[src/design/sdsc_pkg.sv]
// Package: register map, field layout and types of the SDRAM sequencer configuration block
package sdsc_pkg;

  // ==========================================================================
  // Register offsets (byte addresses)
  localparam logic [11:0] SEQ_STORE_BASE   = 12'h100;
  localparam logic [11:0] SEQ_STORE_LAST   = 12'h1FC;
  localparam logic [11:0] MODE_IMAGE_OFS   = 12'h200;
  localparam logic [11:0] POWERUP_WAIT_OFS = 12'h204;
  localparam logic [11:0] REFRESH_INT_OFS  = 12'h208;
  localparam logic [11:0] CTRL_FLAGS_OFS   = 12'h214;
  localparam logic [11:0] CMD_STATUS_OFS   = 12'h218;

  // ==========================================================================
  // Field positions
  localparam int ADDR_ARG_MSB_LARGE = 12;
  localparam int ADDR_ARG_MSB_SMALL = 11;
  localparam int ADDR_ARG_LSB       = 7;
  localparam int OP_MSB             = 6;
  localparam int OP_LSB             = 4;
  localparam int RAS_BIT            = 3;
  localparam int CAS_BIT            = 2;
  localparam int WE_BIT             = 1;
  localparam int WBURST_BIT         = 9;
  localparam int CL_MSB             = 6;
  localparam int CL_LSB             = 4;
  localparam int ORDER_BIT          = 3;
  localparam int BURST_LENGTH_FIELD_MSB           = 2;
  localparam int BURST_LENGTH_FIELD_LSB           = 0;
  localparam int BUSY_BIT           = 0;

  // Bits of the mode image that software may set (12:10 and 8:7 read zero)
  localparam logic [12:0] MODE_WRITABLE = 13'h027F;

  // ==========================================================================
  // Reset values
  localparam logic [12:0] MODE_RESET    = 13'h0033;
  localparam logic [15:0] POWERUP_RESET = 16'h4E20;
  localparam logic [15:0] REFRESH_RESET = 16'h0640;

  // ==========================================================================
  // Timing figures at the nominal clock, and the large store depth
  localparam int CLK_MHZ         = 40;
  localparam int POWERUP_TIME_US = 200;
  localparam int REFRESH_TIME_US = 16;
  localparam int POWERUP_CYCLES  = POWERUP_TIME_US * CLK_MHZ;
  localparam int REFRESH_CYCLES  = REFRESH_TIME_US * CLK_MHZ;
  localparam int SEQ_DEPTH_LARGE = 64;

  // ==========================================================================
  // Types
  typedef enum logic [2:0] {
    SDSC_OP_RUN, SDSC_OP_RET, SDSC_OP_CALL, SDSC_OP_LOOP,
    SDSC_OP_CODE4, SDSC_OP_CODE5, SDSC_OP_CODE6, SDSC_OP_CODE7
  } sdsc_op_t;

  typedef struct packed {
    logic       ras_n;
    logic       cas_n;
    logic       we_n;
  } sdsc_cmd_t;

  typedef struct packed {
    logic       write_burst_select;
    logic [2:0] cas_latency_field;
    logic       burst_order_select;
    logic [2:0] burst_length_field;
  } sdsc_mode_t;

  typedef struct packed {
    logic       valid;
    sdsc_op_t   op;
    logic [5:0] addr_arg;
    sdsc_cmd_t  cmd;
  } sdsc_step_t;

endpackage : sdsc_pkg

[src/design/sdsc_timer.sv]
// Power-up wait and refresh interval timer
`timescale 1ns/1ps
module sdsc_timer (
  input  wire logic        clk,          // System clock
  input  wire logic        rst_b,        // Async reset, active low
  input  wire logic        ce,           // Clock enable
  input  wire logic [15:0] init_period,  // Power-up wait in clocks
  input  wire logic [15:0] rfsh_period,  // Refresh interval in clocks
  output logic             init_done,    // Power-up wait over
  output logic             rfsh_req      // One-cycle refresh request
);
  import sdsc_pkg::*;

  logic [15:0] count;

  // ==========================================================================
  // Counter: first the power-up wait, then repeating refresh intervals
  always_ff @(posedge clk or negedge rst_b) begin
    if (!rst_b) begin
      count     <= 16'h0000;
      init_done <= 1'b0;
      rfsh_req  <= 1'b0;
    end else if (ce) begin
      rfsh_req <= 1'b0;
      if (!init_done) begin
        if (count + 16'h0001 >= init_period) begin
          init_done <= 1'b1;
          count     <= 16'h0000;
        end else begin
          count <= count + 16'h0001;
        end
      end else if (count + 16'h0001 >= rfsh_period) begin
        rfsh_req <= 1'b1;
        count    <= 16'h0000;
      end else begin
        count <= count + 16'h0001;
      end
    end
  end

endmodule // sdsc_timer

[src/design/sdsc_top.sv]
// SDRAM sequencer configuration block: AHB-Lite registers, microcode store, sequencer
// Behaviour
// - Word bits 12:7 (or 11:7) hold branch address
// - Bits 6:4 decode run, ret, call, loop, ...
// - Bits 3,2,1 give RAS, CAS, WE levels
// - Store of 64/32 words from 0x100
// - Mode image loaded to SDRAM; reserved bits zero
// - Bit 9 selects burst or single writes
// - Bit 3 selects interleaved or sequential order
// - Bits 2:0 burst length, reset code 3
// - Power-up wait count, default 0x4E20
// - Refresh interval count, default 0x0640
// - Busy bit set during microprogram upload
//
// Decided for this implementation: the AHB-Lite register port.
`timescale 1ns/1ps
module sdsc_top #(
  parameter int SEQ_DEPTH = sdsc_pkg::SEQ_DEPTH_LARGE  // Store words: 64 or 32
) (
  input  wire logic                 clk,           // System clock
  input  wire logic                 rst_b,         // Async reset, active low
  input  wire logic                 ce,            // Clock enable, freezes state
  input  wire logic                 hsel,          // AHB slave select
  input  wire logic [11:0]          haddr,         // AHB address
  input  wire logic [1:0]           htrans,        // AHB transfer type
  input  wire logic                 hwrite,        // AHB write
  input  wire logic [2:0]           hsize,         // AHB size
  input  wire logic [31:0]          hwdata,        // AHB write data
  input  wire logic                 hready,        // AHB bus ready
  output logic [31:0]               hrdata,        // AHB read data
  output logic                      hreadyout,     // AHB slave ready
  output logic                      hresp,         // AHB response, always OKAY
  output sdsc_pkg::sdsc_cmd_t       sdram_cmd,     // SDRAM command levels
  output logic                      sdram_cmd_valid, // Command issued this cycle
  output logic [5:0]                seq_branch_addr, // Address argument of step
  output sdsc_pkg::sdsc_op_t        seq_op,        // Decoded step operation
  output sdsc_pkg::sdsc_mode_t      mode_out,      // Mode image for MRS load
  output logic                      init_done,     // Power-up wait over
  output logic                      seq_active     // Sequence running
);
  import sdsc_pkg::*;

  localparam int AW    = $clog2(SEQ_DEPTH);
  localparam int AMSB  = (SEQ_DEPTH > 32) ? ADDR_ARG_MSB_LARGE : ADDR_ARG_MSB_SMALL;

  typedef enum logic [1:0] {S_IDLE, S_RUN, S_DONE} sdsc_state_t;
  typedef enum logic [2:0] {
    SEL_NONE, SEL_STORE, SEL_MODE, SEL_PWAIT, SEL_RFSH, SEL_FLAGS, SEL_STATUS
  } sdsc_sel_t;

  // ==========================================================================
  // Storage
  logic [12:0]     store [SEQ_DEPTH];
  logic [12:0]     mode_image;
  logic [15:0]     powerup_wait_count;
  logic [15:0]     refresh_interval_count;
  logic            busy_flag;
  logic            rfsh_req;
  logic            rfsh_pend;
  sdsc_state_t     state;
  logic [AW-1:0]   pc;
  logic [AW-1:0]   ret_pc;
  logic [12:0]     step_word;
  sdsc_mode_t      mode_latched;

  // Bus data-phase registers, bus decode signals and the decoded step
  logic            dp_write;
  logic [11:0]     dp_addr;
  logic            ahb_take;
  logic [11:0]     rd_addr;
  sdsc_sel_t       wr_sel;
  sdsc_sel_t       rd_sel;
  sdsc_step_t      step;

  // ==========================================================================
  // Address decode helpers
  function automatic logic is_store(input logic [11:0] a);
    is_store = (a >= SEQ_STORE_BASE) &&
               (a <= SEQ_STORE_BASE + 12'((SEQ_DEPTH - 1) * 4));
  endfunction

  function automatic logic [AW-1:0] store_index(input logic [11:0] a);
    store_index = AW'((a - SEQ_STORE_BASE) >> 2);
  endfunction

  // Register select, shared by the write and the read path
  function automatic sdsc_sel_t reg_sel(input logic [11:0] a);
    if (is_store(a)) begin
      reg_sel = SEL_STORE;
    end else if (a == MODE_IMAGE_OFS) begin
      reg_sel = SEL_MODE;
    end else if (a == POWERUP_WAIT_OFS) begin
      reg_sel = SEL_PWAIT;
    end else if (a == REFRESH_INT_OFS) begin
      reg_sel = SEL_RFSH;
    end else if (a == CTRL_FLAGS_OFS) begin
      reg_sel = SEL_FLAGS;
    end else if (a == CMD_STATUS_OFS) begin
      reg_sel = SEL_STATUS;
    end else begin
      reg_sel = SEL_NONE;
    end
  endfunction

  // Field split of one microcode word
  function automatic sdsc_step_t decode_word(input logic [12:0] w, input logic run);
    sdsc_step_t s;
    s.valid    = run;
    s.op       = sdsc_op_t'(w[OP_MSB:OP_LSB]);
    s.addr_arg = 6'(w[AMSB:ADDR_ARG_LSB]);
    s.cmd      = '{ras_n: w[RAS_BIT], cas_n: w[CAS_BIT], we_n: w[WE_BIT]};
    return s;
  endfunction

  // ==========================================================================
  // AHB-Lite slave: zero-wait, always OKAY
  assign hreadyout = 1'b1;
  assign hresp     = 1'b0;
  assign ahb_take  = hsel && hready && htrans[1];
  assign rd_addr   = {haddr[11:2], 2'b00};
  assign wr_sel    = reg_sel(dp_addr);
  assign rd_sel    = reg_sel(rd_addr);

  always_ff @(posedge clk or negedge rst_b) begin
    if (!rst_b) begin
      dp_write <= 1'b0;
      dp_addr  <= 12'h000;
    end else if (ce) begin
      dp_write <= ahb_take && hwrite;
      if (ahb_take) begin
        dp_addr <= {haddr[11:2], 2'b00};
      end
    end
  end

  // Microcode store has no reset: contents undefined until loaded
  always_ff @(posedge clk) begin
    if (ce && dp_write && wr_sel == SEL_STORE) begin
      store[store_index(dp_addr)] <= hwdata[12:0];
    end
  end

  always_ff @(posedge clk or negedge rst_b) begin
    if (!rst_b) begin
      mode_image <= MODE_RESET;
    end else if (ce && dp_write && wr_sel == SEL_MODE) begin
      mode_image <= hwdata[12:0] & MODE_WRITABLE;
    end
  end

  always_ff @(posedge clk or negedge rst_b) begin
    if (!rst_b) begin
      powerup_wait_count <= POWERUP_RESET;
    end else if (ce && dp_write && wr_sel == SEL_PWAIT) begin
      powerup_wait_count <= hwdata[15:0];
    end
  end

  always_ff @(posedge clk or negedge rst_b) begin
    if (!rst_b) begin
      refresh_interval_count <= REFRESH_RESET;
    end else if (ce && dp_write && wr_sel == SEL_RFSH) begin
      refresh_interval_count <= hwdata[15:0];
    end
  end

  always_ff @(posedge clk or negedge rst_b) begin
    if (!rst_b) begin
      busy_flag <= 1'b0;
    end else if (ce && dp_write && wr_sel == SEL_FLAGS) begin
      busy_flag <= hwdata[BUSY_BIT];
    end
  end

  // Read data registered on the address phase, so it stands in the data phase
  always_ff @(posedge clk or negedge rst_b) begin
    if (!rst_b) begin
      hrdata <= 32'h0000_0000;
    end else if (ce && ahb_take && !hwrite) begin
      case (rd_sel)
        SEL_STORE: begin
          hrdata <= {19'h00000, store[store_index(rd_addr)]};
        end
        SEL_MODE: begin
          hrdata <= {19'h00000, mode_image};
        end
        SEL_PWAIT: begin
          hrdata <= {16'h0000, powerup_wait_count};
        end
        SEL_RFSH: begin
          hrdata <= {16'h0000, refresh_interval_count};
        end
        SEL_FLAGS: begin
          hrdata <= {31'h0000_0000, busy_flag};
        end
        SEL_STATUS: begin
          hrdata <= {28'h0000000, init_done, seq_active, rfsh_pend, (state == S_DONE)};
        end
        default: begin
          hrdata <= 32'h0000_0000;
        end
      endcase
    end
  end

  // ==========================================================================
  // Power-up and refresh timing
  sdsc_timer i_sdsc_timer (
    .clk         (clk),
    .rst_b       (rst_b),
    .ce          (ce),
    .init_period (powerup_wait_count),
    .rfsh_period (refresh_interval_count),
    .init_done   (init_done),
    .rfsh_req    (rfsh_req)
  );

  // Pending refresh: set wins over the clear taken at sequence start
  always_ff @(posedge clk or negedge rst_b) begin
    if (!rst_b) begin
      rfsh_pend <= 1'b0;
    end else if (ce) begin
      if (rfsh_req) begin
        rfsh_pend <= 1'b1;
      end else if (state == S_IDLE && !busy_flag && init_done) begin
        rfsh_pend <= 1'b0;
      end
    end
  end

  // ==========================================================================
  // Sequencer: starts at word 0 on a refresh, never while uploading
  always_ff @(posedge clk or negedge rst_b) begin
    if (!rst_b) begin
      state        <= S_IDLE;
      pc           <= '0;
      ret_pc       <= '0;
      step_word    <= 13'h0000;
      mode_latched <= '0;
    end else if (ce) begin
      case (state)
        S_IDLE: begin
          if (init_done && rfsh_pend && !busy_flag) begin
            state        <= S_RUN;
            pc           <= '0;
            mode_latched <= '{write_burst_select: mode_image[WBURST_BIT],
                              cas_latency_field:  mode_image[CL_MSB:CL_LSB],
                              burst_order_select: mode_image[ORDER_BIT],
                              burst_length_field: mode_image[BURST_LENGTH_FIELD_MSB:BURST_LENGTH_FIELD_LSB]};
            step_word    <= store[0];
          end
        end
        S_RUN: begin
          step_word <= store[pc + AW'(1)];
          pc        <= pc + AW'(1);
          case (step.op)
            SDSC_OP_RET: begin
              state <= S_DONE;
            end
            SDSC_OP_CALL: begin
              ret_pc    <= pc + AW'(1);
              pc        <= AW'(step.addr_arg);
              step_word <= store[AW'(step.addr_arg)];
            end
            SDSC_OP_LOOP: begin
              pc        <= AW'(step.addr_arg);
              step_word <= store[AW'(step.addr_arg)];
            end
            default: begin
            end
          endcase
          // Codes 4 to 7 advance like run, so they end the store as well
          if (pc == AW'(SEQ_DEPTH - 1) &&
              step.op != SDSC_OP_CALL && step.op != SDSC_OP_LOOP) begin
            state <= S_DONE;
          end
        end
        S_DONE: begin
          state <= S_IDLE;
        end
        default: begin
          state <= S_IDLE;
        end
      endcase
    end
  end

  // ==========================================================================
  // Command outputs from flip-flops
  always_ff @(posedge clk or negedge rst_b) begin
    if (!rst_b) begin
      sdram_cmd       <= '{ras_n: 1'b1, cas_n: 1'b1, we_n: 1'b1};
      sdram_cmd_valid <= 1'b0;
      seq_branch_addr <= 6'h00;
      seq_op          <= SDSC_OP_RUN;
    end else if (ce) begin
      sdram_cmd_valid <= step.valid;
      if (step.valid) begin
        sdram_cmd       <= step.cmd;
        seq_branch_addr <= step.addr_arg;
        seq_op          <= step.op;
      end else begin
        sdram_cmd <= '{ras_n: 1'b1, cas_n: 1'b1, we_n: 1'b1};
      end
    end
  end

  assign step       = decode_word(step_word, state == S_RUN);
  assign mode_out   = mode_latched;
  assign seq_active = (state == S_RUN);

endmodule // sdsc_top

[config.mk]
export PLATFORM = sky130hd
export DESIGN_NAME = sdsc_top
export DESIGN_NICKNAME = d
export VERILOG_FILES = /design/src/design/sdsc_pkg.sv /design/src/design/sdsc_timer.sv /design/src/design/sdsc_top.sv
export SDC_FILE = /design/constraint.sdc
export NUM_CORES = 2
export LEC_CHECK = 0
export ABC_AREA = 0
export BUFFER_PORTS_ARGS = -buffer_cell sky130_fd_sc_hd__buf_2
export CAP_MARGIN = 0
export CORE_MARGIN = 2
export CORE_UTILIZATION = 60
export DETAILED_ROUTE_END_ITERATION = 6
export PLACE_DENSITY = 0.77
export SLEW_MARGIN = 40
export SYNTH_ARGS = -nofsm -noshare
export SYNTH_HDL_FRONTEND = slang
export SYNTH_SLANG_ARGS = --single-unit
[constraint.sdc]
create_clock -name clk -period 4.87 [get_ports clk]
set_input_delay 0.2435 -clock clk [delete_from_list [all_inputs] [get_ports clk]]
set_output_delay 0.2435 -clock clk [all_outputs]
set_load 0.05 [all_outputs]
==> flow_summary.yaml <==
global_routing:
  grt_use_total: 0.382
  grt_pass1_wl_um: 235000
  grt_max_degree: 90
  grt_overflow_total: 0
  grt_pass1_vias: 33300
  antenna_found_initial: 10
timing:
  finalClockSkew_ns: 0.0167
  fin_setup_tns_ns: 0
  tightestPinTransition_ns: 0.977
  post-route-min-period_ns: 4.18
  max_freq_mhz: 239
  min_period_over_period: 0.857
  hold_violations: 0
  setup_viol: 0
  slew_headroom: 0.348
  drv_slew: 0
  rsz0062_at_grt: "no"
drt:
  drt-total-wl_um: 165000
  ant_nets: 0
  drt-pass1-iter-count: 7
  vias: 33856
  wl_per_cell_um: 38.2
  drc: 16
  via_per_inst: 7.86
  first_iter_violations: 5775
pwr:
  p_sw_frac: 0.357
  vdd_ir_drop_max_mv: 0.509
  pwr-share-comb: 0.383
  power_density_nw_per_um2: 496
  seq_power_share: 0.342
  clockPowerShare: 0.275
  p_switching_mw: 10.0
  p_leak_nw: 18.8
  p_int_mw: 18.1
final_layout:
  design_area_sq_um: 56700
  fill_cells: 5496
  drive_gt1_frac: 0.358
  finalNetCount: 3169
  synthToLayoutAreaGrowth_pct: 10.7
outcome:
  violations: "DRC"
  status: "finished with violations"
synthesis:
  syn_inst: 2992
  ys.flop_type: "edfxtp_1"
  seq_area_frac_synth: 0.551
  synthArstFlopShare: 0.133
  postSynthAreaPerCell_sq_um: 17.1
  post-synth-top-area-cell: "edfxtp_1"
  synthTopCellsByArea: "edfxtp_1 49%, mux4_2 29%, dfrtp_1 5.5%, nand2_1 2.1%, mux2_2 1.1%"
  synth_top_area_share: 0.488
  syn_area_sq_um: 51200
  synth_edf_count: 832
  synthTopCellsByCount: "832 x edfxtp_1, 662 x mux4_2, 283 x nand2_1"
  synth_cell_types: 70
  yosysMostFrequentCell: "edfxtp_1"
  yosys_warnings: 0
  ys_seq_elements: 960
cts:
  cts_made_buffers: 101
  post_cts_buffers: 0
  cts-root-buf: "clkbuf_16"
  clk_pin_slew_ns: 0.06
  post_cts_resized: 0
  clock_latency_ns: 0.68
  clock_sinks: 960
  cts.htree.levels: 3
  cts_tree: "built"
  clockBufferDepth: 3
worst_setup_path:
  crit_family: "simple AND/OR/NAND/NOR gates"
  worstSetupStartpointType: "flop"
  end_kind: "flop"
  critPathMaxFanout: 9
  path_class: "flop to flop"
  max_stage_delay_ns: 0.48
  path_cells: "nand3_1 > nor2_1 > and2_0 > nand3_1 > nor2_1 > xor2_1 > ha_1 > and4_1 > and3_1 > a221o_1 > a21oi_1 > nand3b_1 > a2111oi_0 > a211o_1"
  cp_num_buf_inv: 0
  critPathArrivalTime_ns: 4.78
  crit_slowest_cell: "a2111oi_0"
  cp.required_ns: 5.48
placed_design:
  gp_congestion: 0.989
  place_hpwl_um: 102000
  placed_area_sq_um: 53300
  port_buffers: 71
floorplanning:
  pin_count: 112
  coreArea_sq_um: 84900
  fp.dieH_um: 296
  start_util: 0.603
  fp.dieW_um: 296
  dieArea_sq_um: 87700
  rows: 107
flow_run:
  cap_viol_max_count: 0
hold_path:
  hold_class: "primary input to flop"
per-layer routing:
layer  up-vias  share of wire  global-route usage
met2      3265           0.45               0.556
met1     17180           0.32               0.498
met3       665           0.16               0.136
li1      12736              -                   -
met4        10          0.077               0.237
met5         -        0.00045                   0
metrics by stage:
stage          hold WS [ns]  setup slack, ns  std cells   util  power [mW]
5_1_grt              0.0984            0.275       4306  0.668        28.8
3_3_place_gp          0.377            0.940       4110  0.626        20.0
4_1_cts              0.0728            0.738       4306  0.667        27.9
6_report             0.0917            0.694       4309  0.668        28.1
3_5_place_dp          0.387            0.866       4111  0.627        20.2
2_1_floorplan       -0.0521             1.36       3008      -        16.8
tightest hold or removal path, delay by kind of cell:
family	cells	cell delay [ns]
compound gates	1	0.07
buf+inv	1	0.29
simple gates	1	0.13
sequential cells by signal, summed over array words and instances (netlist names):
signal / flops
mode_image: 8
sdram_cmd_valid: 1
powerup_wait_count: 16
refresh_interval_count: 16
i_sdsc_timer.init_done: 1
pc: 6
store: 832
dp_addr: 10
seq_op: 3
sdram_cmd: 3
i_sdsc_timer.count: 16
rfsh_pend: 1
state: 2
mode_out: 8
hrdata: 16
seq_branch_addr: 6
step_word: 12
dp_write: 1
i_sdsc_timer.rfsh_req: 1
busy_flag: 1
kinds of logic after synthesis:
group / after synthesis / synth area share
compound gates: 317 / 0.0435
mux: 759 / 0.311
flops: 960 / 0.551
simple gates: 596 / 0.0522
other cells: 2 / 0.000147
fa+ha+maj: 34 / 0.00831
xor+xnor: 21 / 0.00374
buf+inv: 303 / 0.0295
timing repair:
action | CTS | global route
hold buffers | 10 | 0
hold endpoints to repair | 89 | 0
setup endpoints to repair | 0 | 0
cells in the final DEF, fill, tap and decap left out, types with 27 or more instances in the layout:
cell type | netlist | layout
a211oi_1 | 27 | 27
a21oi_1 | 44 | 43
a22oi_1 | 28 | 28
a31oi_1 | 29 | 29
and2_1 | 28 | 28
buf_2 | 106 | 60
buf_4 | 50 | 133
clkbuf_16 | 0 | 103
dfrtp_1 | 113 | 109
edfxtp_1 | 832 | 832
ha_1 | 34 | 33
inv_1 | 42 | 41
mux2_2 | 49 | 49
mux2i_1 | 48 | 48
mux4_2 | 662 | 662
nand2_1 | 283 | 283
nand3_1 | 62 | 62
nor2_1 | 127 | 120
o21ai_0 | 56 | 56
power groups by stage:
stage                     logic [mW]  clock network [mW]  registers [mW]
final                           10.8                7.73            9.63
after CTS                       10.5                7.76            9.61
after detailed placement        10.4                   0            9.77
after global routing            11.1                8.07            9.65
after global placement          10.2                   0            9.81
after floorplan                 7.16                   0            9.61
path summary, 6_finish.rpt:
path / startpoint / to / slack (ns) / cells past startpoint
setup / recovery: i_sdsc_timer.count[2] / i_sdsc_timer.count[13] / 0.69 / 14
min in group asynchronous: rst_b / i_sdsc_timer.count[2] / 0.19 / 2
hold reg to reg: seq_op[1] / seq_op[1] / 0.48 / 2
max in group asynchronous: rst_b / pc[0] / 3.63 / 3
setup reg to reg: i_sdsc_timer.count[2] / i_sdsc_timer.count[13] / 0.69 / 14
hold / removal: hwdata[9] / powerup_wait_count[9] / 0.09 / 3
final cells by class:
type | instances | area [sq um] | share of cell area
Timing Repair Buffer | 229 | 1890 | 0.0333
Inverter | 43 | 161 | 0.00285
Sequential cell | 960 | 28200 | 0.498
Clock buffer | 125 | 2730 | 0.0482
Tap cell | 1144 | 1430 | 0.0253
Antenna cell | 3 | 7.51 | 0.000132
Clock inverter | 60 | 554 | 0.00978
Multi-Input combinational cell | 1745 | 21700 | 0.383
No activity file was read; power rests on OpenSTA's default activity.
